`config.mk`:
```
export PLATFORM = sky130hd
export DESIGN_NAME = lbh_top
export DESIGN_NICKNAME = d
export VERILOG_FILES = /design/src/shared/lbh_pkg.sv /design/src/rtl/lbh_blend.sv /design/src/rtl/lbh_top.sv
export SDC_FILE = /design/constraint.sdc
export NUM_CORES = 2
export LEC_CHECK = 0
export BUFFER_PORTS_ARGS = -buffer_cell sky130_fd_sc_hd__buf_2
export CORE_UTILIZATION = 35
export CTS_CLUSTER_SIZE = 20
export DETAILED_ROUTE_END_ITERATION = 10
export GPL_TIMING_DRIVEN = 0
export HOLD_SLACK_MARGIN = 0.08
export SYNTH_ARGS = -nofsm -noshare
export SYNTH_HDL_FRONTEND = slang
export SYNTH_SLANG_ARGS = --single-unit
```
`constraint.sdc`:
```
create_clock -name clk_sys -period 17.9 [get_ports clk_sys]
set_input_delay 1.79 -clock clk_sys [delete_from_list [all_inputs] [get_ports clk_sys]]
set_output_delay 1.79 -clock clk_sys [all_outputs]
set_load 0.005 [all_outputs]
```
`src/shared/lbh_pkg.sv`:
```
/*
 * lbh_pkg: register offsets, field layouts, reset values and enums for the
 * layer blend and horizontal timing block.
 * Assumes: a simple strobe register port, one 10 MHz system clock.
 */
package lbh_pkg;

   // ---------------------------------------------------------------
   // register offsets
   // ---------------------------------------------------------------
   localparam logic [7:0] OFS_LAYER_POS   = 8'h00;
   localparam logic [7:0] OFS_LAYER_BG    = 8'h04;
   localparam logic [7:0] OFS_FADE_CTRL   = 8'h08;
   localparam logic [7:0] OFS_FADE_STAT   = 8'h0C;
   localparam logic [7:0] OFS_HTIME_A     = 8'h10;
   localparam logic [7:0] OFS_HTIME_B     = 8'h14;
   localparam logic [7:0] OFS_IRQ_STAT    = 8'h18;
   localparam logic [7:0] OFS_IRQ_MASK    = 8'h1C;

   // ---------------------------------------------------------------
   // reset values
   // ---------------------------------------------------------------
   localparam logic [10:0] RST_LAYER_X    = 11'h000;
   localparam logic [10:0] RST_LAYER_Y    = 11'h000;
   localparam logic [7:0]  RST_ALPHA      = 8'hFF;
   localparam logic [7:0]  RST_BG_COLOUR  = 8'hFF;
   localparam logic [7:0]  RST_FADE_SPEED = 8'h00;
   localparam logic [10:0] RST_H_TOTAL    = 11'h400;
   localparam logic [10:0] RST_H_ACTIVE   = 11'h320;
   localparam logic [10:0] RST_H_BPORCH   = 11'h02E;
   localparam logic [10:0] RST_H_SYNC     = 11'h014;

   // ---------------------------------------------------------------
   // field positions
   // ---------------------------------------------------------------
   localparam int POS_X_LSB     = 0;
   localparam int POS_Y_LSB     = 16;
   localparam int BG_B_LSB      = 0;
   localparam int BG_G_LSB      = 8;
   localparam int BG_R_LSB      = 16;
   localparam int BG_A_LSB      = 24;
   localparam int FC_MODE_LSB   = 0;
   localparam int FC_SPEED_LSB  = 8;
   localparam int FC_START_BIT  = 16;
   localparam int FC_HPOL_BIT   = 17;
   localparam int HA_TOTAL_LSB  = 0;
   localparam int HA_ACTIVE_LSB = 16;
   localparam int HB_BPORCH_LSB = 0;
   localparam int HB_SYNC_LSB   = 16;
   localparam int IRQ_FADE_BIT  = 0;
   localparam int IRQ_LINE_BIT  = 1;

   typedef enum logic [1:0] {
      FADE_NONE = 2'h0,
      FADE_IN   = 2'h1,
      FADE_OUT  = 2'h2
   } lbh_fade_mode_t;

   typedef enum logic [1:0] {
      HS_SYNC,
      HS_BACK,
      HS_ACTIVE,
      HS_FRONT
   } lbh_hstate_t;

endpackage

```
`src/rtl/lbh_blend.sv`:
```
/*
 * lbh_blend: one colour channel alpha blend, registered output.
 * Assumes: fg, bg and alpha are stable for the cycle they are sampled.
 */
`timescale 1ns/100ps
module lbh_blend (
   // clock and reset
   input  wire logic       clk_sys,
   input  wire logic       rst_n,
   // channel inputs
   input  wire logic [7:0] fg,
   input  wire logic [7:0] bg,
   input  wire logic [7:0] alpha,
   // blended channel
   output logic      [7:0] mix
);
   wire logic [15:0] prod_fg;
   wire logic [15:0] prod_bg;
   wire logic [16:0] sum_all;
   wire logic [7:0]  inv_alpha;

   assign inv_alpha = 8'hFF - alpha;
   assign prod_fg   = fg * alpha;
   assign prod_bg   = bg * inv_alpha;
   assign sum_all   = {1'b0, prod_fg} + {1'b0, prod_bg} + 17'h000FF;

   always_ff @(posedge clk_sys or negedge rst_n) begin
      if (!rst_n) begin
         mix <= 8'h00;
      end else begin
         mix <= sum_all[15:8];
      end
   end
endmodule

```
`src/rtl/lbh_top.sv`:
```
/*
 * lbh_top: foreground layer placement and alpha blend, frame fade engine,
 * horizontal line timing with sync polarity, register port and interrupt.
 * Assumes: one 10 MHz clock used as pixel clock, a frame start pulse from
 * vertical timing outside, and the pixel fetch supplying fg/bg pixels.
 */
// Notes on behaviour
// foreground placed at vertical offset from layer Y setting, reset 0
// foreground placed at horizontal offset from layer X setting, reset 0
// layer alpha blends foreground onto lower layer, reset 255
// separate red, green, blue background components, each reset 255
// fade-in ramps layer from transparent to opaque; fading off at reset
// fade-out ramps layer from opaque to transparent
// a started fade runs to its end and cannot be halted
// fade progress is readable by software as a status
// fade finishes over the programmed number of frames, reset 0
// each line lasts the programmed total cycles, reset 1024
// active video lasts programmed cycles per line, reset 800
// back porch counted from sync start, includes sync, reset 46
// sync asserted for programmed cycles at line start, reset 20
// sync polarity selectable, low-active by default
// remaining cycles form front porch with active video off
`timescale 1ns/100ps
module lbh_top (
   // clock and reset
   input  wire logic        clk_sys,
   input  wire logic        nrst,
   // register port
   input  wire logic [7:0]  reg_addr,
   input  wire logic [31:0] reg_wdata,
   input  wire logic        reg_wr,
   input  wire logic        reg_rd,
   output logic      [31:0] reg_rdata,
   // frame and pixel inputs
   input  wire logic        frame_start,
   input  wire logic [10:0] line_y,
   input  wire logic [23:0] fg_pixel,
   input  wire logic [23:0] bg_pixel,
   // panel outputs
   output logic             hsync,
   output logic             data_en,
   output logic [10:0]      pix_x,
   output logic [23:0]      pix_rgb,
   // interrupt
   output wire logic        irq
);
   // ---------------------------------------------------------------
   // reset synchroniser
   // ---------------------------------------------------------------
   logic rst_s1;
   logic rst_n;
   always_ff @(posedge clk_sys or negedge nrst) begin
      if (!nrst) begin
         rst_s1 <= 1'b0;
         rst_n  <= 1'b0;
      end else begin
         rst_s1 <= 1'b1;
         rst_n  <= rst_s1;
      end
   end

   // ---------------------------------------------------------------
   // registers
   // ---------------------------------------------------------------
   logic [10:0] layer_x;
   logic [10:0] layer_y;
   logic [7:0]  layer_alpha;
   logic [7:0]  bg_r;
   logic [7:0]  bg_g;
   logic [7:0]  bg_b;
   logic [1:0]  fade_mode;
   logic [7:0]  fade_speed;
   logic        hs_high;
   logic [10:0] h_total;
   logic [10:0] h_active;
   logic [10:0] h_bporch;
   logic [10:0] h_sync;
   logic [1:0]  irq_stat;
   logic [1:0]  irq_mask;

   wire logic wr_pos   = reg_wr && (reg_addr == lbh_pkg::OFS_LAYER_POS);
   wire logic wr_bg    = reg_wr && (reg_addr == lbh_pkg::OFS_LAYER_BG);
   wire logic wr_fade  = reg_wr && (reg_addr == lbh_pkg::OFS_FADE_CTRL);
   wire logic wr_ha    = reg_wr && (reg_addr == lbh_pkg::OFS_HTIME_A);
   wire logic wr_hb    = reg_wr && (reg_addr == lbh_pkg::OFS_HTIME_B);
   wire logic wr_istat = reg_wr && (reg_addr == lbh_pkg::OFS_IRQ_STAT);
   wire logic wr_imask = reg_wr && (reg_addr == lbh_pkg::OFS_IRQ_MASK);

   // fade engine state
   logic        fade_busy;
   logic [7:0]  fade_frame;
   logic [1:0]  fade_dir;
   logic [7:0]  fade_alpha;
   logic        fade_done;
   logic [7:0]  run_speed;
   wire  logic  fade_start = wr_fade && reg_wdata[lbh_pkg::FC_START_BIT];

   always_ff @(posedge clk_sys or negedge rst_n) begin
      if (!rst_n) begin
         // coordinates reset
         layer_x     <= lbh_pkg::RST_LAYER_X;
         layer_y     <= lbh_pkg::RST_LAYER_Y;
         layer_alpha <= lbh_pkg::RST_ALPHA;
         bg_r        <= lbh_pkg::RST_BG_COLOUR;
         bg_g        <= lbh_pkg::RST_BG_COLOUR;
         bg_b        <= lbh_pkg::RST_BG_COLOUR;
         fade_mode   <= lbh_pkg::FADE_NONE;
         fade_speed  <= lbh_pkg::RST_FADE_SPEED;
         hs_high     <= 1'b0;
         h_total     <= lbh_pkg::RST_H_TOTAL;
         h_active    <= lbh_pkg::RST_H_ACTIVE;
         h_bporch    <= lbh_pkg::RST_H_BPORCH;
         h_sync      <= lbh_pkg::RST_H_SYNC;
      end else begin
         if (wr_pos) begin
            layer_x <= reg_wdata[lbh_pkg::POS_X_LSB +: 11];
            layer_y <= reg_wdata[lbh_pkg::POS_Y_LSB +: 11];
         end
         if (wr_bg) begin
            // per-channel background
            bg_b        <= reg_wdata[lbh_pkg::BG_B_LSB +: 8];
            bg_g        <= reg_wdata[lbh_pkg::BG_G_LSB +: 8];
            bg_r        <= reg_wdata[lbh_pkg::BG_R_LSB +: 8];
            layer_alpha <= reg_wdata[lbh_pkg::BG_A_LSB +: 8];
         end
         if (wr_fade) begin
            fade_mode  <= reg_wdata[lbh_pkg::FC_MODE_LSB +: 2];
            fade_speed <= reg_wdata[lbh_pkg::FC_SPEED_LSB +: 8];
            // sync polarity select
            hs_high    <= reg_wdata[lbh_pkg::FC_HPOL_BIT];
         end
         if (wr_ha) begin
            h_total  <= reg_wdata[lbh_pkg::HA_TOTAL_LSB +: 11];
            h_active <= reg_wdata[lbh_pkg::HA_ACTIVE_LSB +: 11];
         end
         if (wr_hb) begin
            h_bporch <= reg_wdata[lbh_pkg::HB_BPORCH_LSB +: 11];
            h_sync   <= reg_wdata[lbh_pkg::HB_SYNC_LSB +: 11];
         end
      end
   end

   // ---------------------------------------------------------------
   // fade engine
   // ---------------------------------------------------------------
   wire logic [1:0] start_dir  = reg_wdata[lbh_pkg::FC_MODE_LSB +: 2];
   wire logic       start_ok   = fade_start && !fade_busy && (start_dir != lbh_pkg::FADE_NONE);
   // speed latched at start, so later writes cannot cut a running fade
   wire logic [7:0]  step_no   = fade_frame + 8'h01;
   wire logic       last_frame = (step_no >= run_speed);
   wire logic [15:0] ramp_mul  = {8'h00, step_no} * 16'h00FF;
   wire logic [7:0]  ramp_val  = (run_speed == 8'h00) ? 8'hFF : 8'(ramp_mul / {8'h00, run_speed});
   logic [7:0]       next_fade_alpha;

   always_comb begin
      next_fade_alpha = fade_alpha;
      if (fade_dir == lbh_pkg::FADE_IN) begin
         // transparent to opaque
         next_fade_alpha = last_frame ? 8'hFF : ramp_val;
      end else if (fade_dir == lbh_pkg::FADE_OUT) begin
         // opaque to transparent
         next_fade_alpha = last_frame ? 8'h00 : 8'hFF - ramp_val;
      end
   end

   always_ff @(posedge clk_sys or negedge rst_n) begin
      if (!rst_n) begin
         fade_busy  <= 1'b0;
         fade_frame <= 8'h00;
         fade_dir   <= lbh_pkg::FADE_NONE;
         fade_alpha <= 8'hFF;
         fade_done  <= 1'b0;
         run_speed  <= lbh_pkg::RST_FADE_SPEED;
      end else begin
         fade_done <= 1'b0;
         if (start_ok) begin
            // start only when idle
            fade_busy  <= 1'b1;
            fade_frame <= 8'h00;
            fade_dir   <= start_dir;
            run_speed  <= reg_wdata[lbh_pkg::FC_SPEED_LSB +: 8];
            fade_alpha <= (start_dir == lbh_pkg::FADE_IN) ? 8'h00 : 8'hFF;
         end else if (fade_busy && frame_start) begin
            // one step per frame
            fade_alpha <= next_fade_alpha;
            fade_frame <= fade_frame + 8'h01;
            if (last_frame) begin
               fade_busy <= 1'b0;
               fade_done <= 1'b1;
            end
         end
      end
   end

   AST_FADE_NO_HALT: assert property (@(posedge clk_sys) disable iff (!rst_n)
      fade_busy && !(frame_start && last_frame) |=> fade_busy)
      else $error("fade stopped before its last frame");

   AST_FADE_IN_END: assert property (@(posedge clk_sys) disable iff (!rst_n)
      fade_done && fade_dir == lbh_pkg::FADE_IN |-> fade_alpha == 8'hFF)
      else $error("fade-in did not end opaque");

   AST_FADE_OUT_END: assert property (@(posedge clk_sys) disable iff (!rst_n)
      fade_done && fade_dir == lbh_pkg::FADE_OUT |-> fade_alpha == 8'h00)
      else $error("fade-out did not end transparent");

   // ---------------------------------------------------------------
   // horizontal timing
   // ---------------------------------------------------------------
   logic [10:0] h_cnt;
   lbh_pkg::lbh_hstate_t h_state;
   lbh_pkg::lbh_hstate_t next_h_state;
   wire logic line_end = (h_cnt + 11'h001 >= h_total);
   wire logic [10:0] act_end = h_bporch + h_active;
   logic line_done;

   always_comb begin
      next_h_state = h_state;
      unique case (h_state)
         // sync at line start
         lbh_pkg::HS_SYNC:   if (h_cnt + 11'h001 >= h_sync) next_h_state = lbh_pkg::HS_BACK;
         // back porch counted from sync start
         lbh_pkg::HS_BACK:   if (h_cnt + 11'h001 >= h_bporch) next_h_state = lbh_pkg::HS_ACTIVE;
         // active span
         lbh_pkg::HS_ACTIVE: if (h_cnt + 11'h001 >= act_end) next_h_state = lbh_pkg::HS_FRONT;
         // front porch to line end
         lbh_pkg::HS_FRONT:  next_h_state = lbh_pkg::HS_FRONT;
      endcase
      if (line_end) begin
         next_h_state = lbh_pkg::HS_SYNC;
      end
   end

   always_ff @(posedge clk_sys or negedge rst_n) begin
      if (!rst_n) begin
         h_cnt     <= 11'h000;
         h_state   <= lbh_pkg::HS_SYNC;
         line_done <= 1'b0;
      end else begin
         // line total
         h_cnt     <= line_end ? 11'h000 : h_cnt + 11'h001;
         h_state   <= next_h_state;
         line_done <= line_end;
      end
   end

   AST_LINE_WRAP: assert property (@(posedge clk_sys) disable iff (!rst_n)
      h_cnt == h_total - 11'h001 && $stable(h_total) |=> h_cnt == 11'h000)
      else $error("line did not wrap at total");

   // ---------------------------------------------------------------
   // blend and pixel output
   // ---------------------------------------------------------------
   wire logic [10:0] act_x   = h_cnt - h_bporch;
   wire logic        in_act  = (h_state == lbh_pkg::HS_ACTIVE);
   // vertical placement
   wire logic        in_y    = (line_y >= layer_y);
   // horizontal placement
   wire logic        in_x    = (act_x >= layer_x);
   wire logic        in_lay  = in_act && in_x && in_y;
   // alpha combined with fade
   // bias keeps full alpha times full fade fully opaque
   wire logic [15:0] eff_mul = layer_alpha * fade_alpha + 16'h00FF;
   wire logic [7:0]  eff_a   = in_lay ? eff_mul[15:8] : 8'h00;
   wire logic [23:0] lower   = in_act ? bg_pixel : {bg_r, bg_g, bg_b};
   logic [23:0]      mix_rgb;
   logic             act_d;

   genvar ch;
   generate
      for (ch = 0; ch < 3; ch++) begin : g_ch
         lbh_blend u_blend (
            .clk_sys (clk_sys),
            .rst_n   (rst_n),
            .fg      (fg_pixel[ch*8 +: 8]),
            .bg      (lower[ch*8 +: 8]),
            .alpha   (eff_a),
            .mix     (mix_rgb[ch*8 +: 8])
         );
      end
   endgenerate

   always_ff @(posedge clk_sys or negedge rst_n) begin
      if (!rst_n) begin
         hsync   <= 1'b1;
         act_d   <= 1'b0;
         data_en <= 1'b0;
         pix_x   <= 11'h000;
      end else begin
         // polarity applied
         hsync   <= (h_state == lbh_pkg::HS_SYNC) ~^ hs_high;
         act_d   <= in_act;
         data_en <= in_act;
         pix_x   <= act_x;
      end
   end
   assign pix_rgb = act_d ? mix_rgb : 24'h000000;

   AST_SYNC_POL: assert property (@(posedge clk_sys) disable iff (!rst_n)
      $past(rst_n) && $past(h_state) == lbh_pkg::HS_SYNC && !$past(hs_high) |-> !hsync)
      else $error("hsync polarity wrong");

   AST_FRONT_DARK: assert property (@(posedge clk_sys) disable iff (!rst_n)
      h_state == lbh_pkg::HS_FRONT |=> !data_en)
      else $error("data enable high in front porch");

   AST_SYNC_FIRST: assert property (@(posedge clk_sys) disable iff (!rst_n)
      line_end |=> h_state == lbh_pkg::HS_SYNC ##1 (hsync == $past(hs_high)))
      else $error("sync not at line start");

   AST_ACT_AFTER_BP: assert property (@(posedge clk_sys) disable iff (!rst_n)
      in_act && $stable(h_bporch) |-> h_cnt >= h_bporch)
      else $error("active before back porch end");

   AST_ACT_LEN: assert property (@(posedge clk_sys) disable iff (!rst_n)
      in_act && $stable(act_end) |-> h_cnt < act_end)
      else $error("active longer than programmed");

   // ---------------------------------------------------------------
   // interrupt and read back
   // ---------------------------------------------------------------
   wire logic [1:0] irq_ev = {line_done, fade_done};
   always_ff @(posedge clk_sys or negedge rst_n) begin
      if (!rst_n) begin
         irq_stat <= 2'h0;
         irq_mask <= 2'h0;
      end else begin
         irq_stat <= irq_ev | (irq_stat & ~(wr_istat ? reg_wdata[1:0] : 2'h0));
         if (wr_imask) begin
            irq_mask <= reg_wdata[1:0];
         end
      end
   end
   assign irq = |(irq_stat & irq_mask);

   logic [31:0] rd_mux;
   always_comb begin
      rd_mux = 32'h00000000;
      unique case (reg_addr)
         lbh_pkg::OFS_LAYER_POS: rd_mux = {5'h00, layer_y, 5'h00, layer_x};
         lbh_pkg::OFS_LAYER_BG:  rd_mux = {layer_alpha, bg_r, bg_g, bg_b};
         lbh_pkg::OFS_FADE_CTRL: rd_mux = {14'h0000, hs_high, 1'b0, fade_speed, 6'h00, fade_mode};
         // fade progress readable
         lbh_pkg::OFS_FADE_STAT: rd_mux = {7'h00, fade_busy, fade_frame, fade_alpha, 6'h00, fade_dir};
         lbh_pkg::OFS_HTIME_A:   rd_mux = {5'h00, h_active, 5'h00, h_total};
         lbh_pkg::OFS_HTIME_B:   rd_mux = {5'h00, h_sync, 5'h00, h_bporch};
         lbh_pkg::OFS_IRQ_STAT:  rd_mux = {30'h00000000, irq_stat};
         lbh_pkg::OFS_IRQ_MASK:  rd_mux = {30'h00000000, irq_mask};
         default:                rd_mux = 32'h00000000;
      endcase
   end

   always_ff @(posedge clk_sys or negedge rst_n) begin
      if (!rst_n) begin
         reg_rdata <= 32'h00000000;
      end else begin
         reg_rdata <= reg_rd ? rd_mux : 32'h00000000;
      end
   end

   AST_STAT_BUSY: assert property (@(posedge clk_sys) disable iff (!rst_n)
      start_ok |=> fade_busy && fade_frame == 8'h00)
      else $error("fade status not shown busy after start");

   AST_FADE_FRAMES: assert property (@(posedge clk_sys) disable iff (!rst_n)
      fade_done |-> $past(fade_frame) + 8'h01 >= run_speed)
      else $error("fade ended early");
endmodule

```
# After elaboration in Yosys (flattened, before gate mapping)
# Cells that the tools add are included.
word_totals:
  register_bits: 226
  inputBits: 104
  elab_cells: 136
  output_inout_bits: 70
op_classes:
  mux: 28
  n_lt_le_gt_ge: 7
  n_mul: 8
  n_eq_ne: 16
  addsub: 13
  n_div: 1
  bitwise: 5
  n_reduce_logical: 25
op_table:
  columns: ["op", "n"]
  rows:
  - ["32-bit case mux with 8 select lines", 1]
  - ["8-bit by 8-bit multiplier with 16-bit output", 7]
  - ["8-bit 2-to-1 mux", 11]
  - ["11-bit greater-or-equal comparator", 6]
  - ["16-bit by 8-bit adder with 16-bit output (second input constant)", 4]
  - ["16-bit adder", 3]
  - ["24-bit 2-to-1 mux", 2]
  - ["8-bit by 5-bit equality test with 1-bit output (second input constant)", 4]
  - ["32-bit 2-to-1 mux", 1]
  - ["16-bit by 8-bit divider with 16-bit output", 1]
  - ["8-bit by 4-bit equality test with 1-bit output (second input constant)", 2]
  - ["8-bit zero test", 2]
  - ["8-bit by 8-bit multiplier with 16-bit output (second input constant)", 1]
  - ["8-bit subtractor (first input constant)", 2]
  - ["1-bit logical AND", 13]
  - ["11-bit by 1-bit adder with 11-bit output (second input constant)", 1]
  - ["11-bit adder", 1]
  - ["11-bit 2-to-1 mux", 1]
  - ["11-bit subtractor", 1]
  - ["2-bit 2-to-1 mux", 5]
  - ["8-bit by 1-bit adder with 8-bit output (second input constant)", 1]
  - ["8-bit by 3-bit equality test with 1-bit output (second input constant)", 1]
  - ["8-bit greater-or-equal comparator", 1]
  - ["2-bit case mux with 4 select lines", 1]
  - ["16 further kinds", 30]

# Longest topological paths before layout
logic_depth:
  depth_word: 10
  ltp_mapped: 184

# Cells and area by module
# From an unflattened synthesis, not the netlist that was laid out.
unflattened:
  hier_cells: 3666
  area_unflattened_um2: 34072.7
modules_own_cells:
  columns: ["mod", "cells_each", "instances", "seq_area_each_um2", "area_each_um2"]
  rows:
  - ["lbh_top", 2259, 1, 5118.7, 20709.9]
  - ["lbh_blend at g_ch[2].u_blend", 477, 1, 200.2, 4499.3]
  - ["lbh_blend at g_ch[1].u_blend", 474, 1, 200.2, 4486.8]
  - ["lbh_blend at g_ch[0].u_blend", 456, 1, 200.2, 4376.7]

# Least setup slack after synthesis
# Ideal clock, no wire load.
synth_timing:
  path_type: "register to register"
  start: "register fade_frame[0]"
  end: "register fade_alpha[0]"
  path_buffers: 12
  path_slack_ns: -14.722
  path_stages_with_launch: 175
  setup_time_ns: 0.073
  synth_period_minus_slack_ns: 32.622
  t_arrival_ns: 32.549
  cell_sequence: "dfrtp_1 ha_1 nand3_1 nor2_1 xnor2_1 inv_2 xnor2_1 ha_1 inv_1 fa_1 fa_1 inv_1 fa_1 ha_1 o21ai_1 a211o_1 a31oi_1 nor2_1 [... 139 more ...] buf_2 mux2i_1 ha_1 a21oi_1 nor2b_1 o21ai_0 nand2b_1 a21oi_1 nor2b_1 o21ai_0 nand2b_1 a21oi_1 and3_1 o311ai_0 and4bb_1 a31oi_1 xnor2_1 a21oi_1"
synth_between:
  elab_chain_len: 10
synth_rtl:
  columns: ["item", "line_no", "text"]
  rows:
  - ["start, declared", "lbh_top.sv:91", "logic [7:0] fade_frame;"]
  - ["start signal, assigned", "lbh_top.sv:186", "fade_frame <= fade_frame + 8'h01;"]
  - ["8-bit by 1-bit adder with 8-bit output (*)", "lbh_top.sv:149", "wire logic [7:0] step_no = fade_frame + 8'h01;"]
  - ["8-bit by 8-bit multiplier with 16-bit output", "lbh_top.sv:151", "wire logic [15:0] ramp_mul = {8'h00, step_no} * 16'h00FF;"]
  - ["16-bit by 8-bit divider with 16-bit output", "lbh_top.sv:152", "wire logic [7:0] ramp_val = (run_speed == 8'h00) ? 8'hFF : 8'(ramp_mul / {8'h00, run_speed});"]
  - ["8-bit 2-to-1 mux", "lbh_top.sv:152", null]
  - ["8-bit subtractor", "lbh_top.sv:162", "next_fade_alpha = last_frame ? 8'h00 : 8'hFF - ramp_val;"]
  - ["8-bit 2-to-1 mux", "lbh_top.sv:162", null]
  - ["8-bit 2-to-1 mux", "lbh_top.sv:160", "end else if (fade_dir == lbh_pkg::FADE_OUT) begin"]
  - ["8-bit 2-to-1 mux (*)", "lbh_top.sv:157", "if (fade_dir == lbh_pkg::FADE_IN) begin"]
  - ["8-bit 2-to-1 mux (*)", "lbh_top.sv:183", "end else if (fade_busy && frame_start) begin"]
  - ["8-bit 2-to-1 mux (*)", "lbh_top.sv:176", "if (start_ok) begin"]
  - ["end signal, assigned", "lbh_top.sv:182", "fade_alpha <= (start_dir == lbh_pkg::FADE_IN) ? 8'h00 : 8'hFF;"]
  - ["end signal, assigned", "lbh_top.sv:185", "fade_alpha <= next_fade_alpha;"]
  - ["end, declared", "lbh_top.sv:93", "logic [7:0] fade_alpha;"]
# Every way passes the cells marked *; elsewhere a longest branch is shown, timed or not. The select of a mux whose other input is x is not followed.
# A chain may end at the register's enable or synchronous reset.

# Worst setup path after layout
layout_timing:
  start: "register fade_frame[1]"
  end: "register fade_alpha[0]"
# The elaborated chain is that of the path after synthesis.

==> results.toml <==
[floorplanning]
rows = 112
initial_core_util_pct = 35.5
io_pins = 174
dieArea_um2 = 96100
die_w_um = 310
coreArea_um2 = 93600
dieHeight_um = 310

[critical_path]
max_stage_delay_ps = 550
start_kind = "register"
critPathKind = "reg -> reg"
cp.required_ps = 18430
worstPathMaxFanout = 8
cpMostUsedCell = "buf_4"
cp_slowest_cell = "fa_1"
critPathArrivalTime_ps = 31120
cp_top_family = "compound AO/OA/AOI/OAI gates"
crit_buf_inv = 34
cp-end-kind = "register"

[timing]
finalHoldViolations = 0
slew_headroom_pct = 10.5
period_share_pct = 171
worst_slack_ps = -12690
worst_clock_skew_ps = 38.3
slew_violations = 0
achievable-frequency_mhz = 32.7
worst_pin_slew_ps = 1330
final-setup-viol-count = 6
grt_setup_unrepaired = "yes"
min_period_ps = 30590

[global_routing]
grt_antenna_before_repair = 8
grt_use_total_pct = 21.1
grt_max_degree = 72
grt_pass1_vias = 28500
gr-total-overflow = 0
grt_pass1_wl_mm = 158

[run]
max_cap_violations = 0

[worst_hold_path]
hold_path_class = "reg -> reg"

[clock_network]
ctsRootBufferMaster = "clkbuf_16"
cts_tree = "built"
cts_made_buffers = 25
clock_latency_ps = 600
cts_max_level = 1
clk_pin_slew_worst_paths_ps = 60
clock_path_buffers = 3
cts.sinks = 226

[synthesis]
async_flop_share_pct = 100
ys_ff_latch = 226
synthFlopType = "dfrtp_1"
synth_edf_count = 0
ys.warnings.count = 0
synth_fp_nets = 4550
synth_cells = 3645
synth_area_per_cell_um2 = 9.11
yosysUniqueCellTypes = 101
syn_area_um2 = 33200
yosysSeqAreaShare_pct = 17.2

[outcome]
status = "finished, violations left"
violations = "negative setup slack"

[route]
ant_nets = 0
post_drt_wl_per_cell_um = 18.9
vias = 27900
drc_errors = 0
drt-initial-drc-count = 1875
dr.pass1.iters = 6
wl_mm = 101
via_per_inst = 5.21

[layout]
multiInputGateArea_um2 = 26300
register_area_um2 = 5730
nNetsFinal = 4985
areaGrowthSynthToFinish_pct = 19.9
final_cell_area_um2 = 39800
layout-drive-gt1-share_pct = 21.5
fillers = 9227

[placement]
port_buffers = 164
gp_congestion = 0.961
place_area_um2 = 36200
dp_hpwl_mm = 79.3
==> cells in the final DEF (no fill, tap or decap), types with 50 or more instances in the layout <==
cell      count
mux2_2      150
inv_1       515
nor3_1       63
buf_4       234
dfstp_2      51
o21a_1       82
ha_1        402
clkbuf_1     91
nor2b_1      50
and3_1       84
xnor2_1      88
and2_1       60
dfrtp_1     170
fa_1        367
buf_2       164
nand2_1     413
o21ai_0      66
a22oi_1      57
a21oi_1     113
nor2_1      205
==> worst reg2reg max path, delay by kind of cell (launching register included) <==
kind / cells / cell delay, ps
buffers and inverters: 34 / 4340
xor gates and xnor gates: 3 / 570
DFF: 1 / 460
and+or+nand+nor: 37 / 5490
muxes: 1 / 190
adders and majority gates: 21 / 6600
AOI/OAI and AO/OA: 81 / 12890
==> cell usage after synthesis, drive strengths merged (17+ instances only) <==
cell type | n | area [um2]
a21o | 34 | 255
a21oi | 141 | 706
a22oi | 58 | 440
a31oi | 25 | 169
and2 | 65 | 407
and3 | 87 | 544
buf | 28 | 133
clkbuf | 93 | 349
dfrtp | 175 | 4380
dfstp | 51 | 1340
fa | 368 | 7370
ha | 433 | 5420
inv | 524 | 1970
mux2 | 154 | 1740
mux2i | 26 | 277
nand2 | 425 | 1600
nand2b | 34 | 213
nand3 | 31 | 155
nand4 | 21 | 131
nor2 | 220 | 838
nor2b | 52 | 325
nor3 | 67 | 347
o211ai | 20 | 155
o21a | 84 | 631
o21ai | 96 | 480
o21bai | 18 | 135
o31ai | 19 | 148
or3 | 17 | 106
xnor2 | 99 | 867
xor2 | 42 | 368
==> per-layer routing <==
metal	up-vias	global-route usage [%]	share of wire [%]
met5	-	0	0.045
met4	6	5.89	3.2
met2	798	34.7	46
li1	13000	-	-
met3	164	3.04	6.1
met1	13900	28.8	44
==> final timing paths <==
check,from,endpoint,slack [ps],cells after the start
worst max register to register,fade_frame[1],fade_alpha[0],-12690,177
worst max-delay path,fade_frame[1],fade_alpha[0],-12690,177
worst min-delay path,rst_s1,rst_n,350,0
worst min register to register,rst_s1,rst_n,350,0
max in group asynchronous,rst_n,layer_alpha[6],16340,2
min in group asynchronous,rst_n,g_ch[2].u_blend.mix[5],360,0
==> final cells by class <==
cell class / instances / share of cell area [%]
multi-input cells: 2773 / 66.1
well taps: 1254 / 3.94
clock buffers: 34 / 1.76
flip-flops and latches: 226 / 14.4
repair buffers: 412 / 7.07
diodes: 7 / 0.0440
inverters: 525 / 4.97
plain buffers: 117 / 1.38
clock inverters: 12 / 0.324
==> cells by family after synthesis <==
kind of cell / count (synthesis) / share of synthesized area, %
adder cells (fa/ha/maj): 801 / 38.5
XOR/XNOR: 141 / 3.72
flip-flops: 226 / 17.2
buffers and inverters: 646 / 7.39
AO/OA/AOI/OAI: 577 / 11.7
other: 1 / 0.0113
multiplexers: 180 / 6.08
AND/OR/NAND/NOR: 1073 / 15.4
==> flip-flops by register name, summed over array words and instances, names as in the netlist, 8 cells and up <==
register / cells
h_active: 11
h_sync: 11
fade_speed: 8
bg_r: 8
fade_frame: 8
reg_rdata: 32
g_ch.u_blend.mix: 24
h_total: 11
layer_y: 11
bg_g: 8
pix_x: 11
layer_alpha: 8
layer_x: 11
run_speed: 8
bg_b: 8
fade_alpha: 8
h_bporch: 11
h_cnt: 11
==> what timing repair did <==
item	CTS	global route
endpoints found under the setup margin	7	7
hold buffers	0	0
pin swaps	145	139
gates resized for setup	140	68
setup buffers	220	43
==> per-stage QoR <==
stage | std cells | setup TNS [ps] | setup slack (ps) | hold WS (ps) | util, %
6_report | 5360 | -43190 | -12690 | 352 | 42.5
5_1_grt | 5353 | -50630 | -14140 | 358 | 42.5
4_1_cts | 5331 | -42360 | -12310 | 357 | 42.0
2_1_floorplan | 3645 | -38350 | -11890 | 331 | -
3_3_place_gp | 5063 | -61060 | -16330 | 338 | 38.5
3_5_place_dp | 5067 | -62680 | -16630 | 343 | 38.6
Power is not shown: default switching activity piles up to over one toggle a cycle in this logic, so the estimate is an artifact.
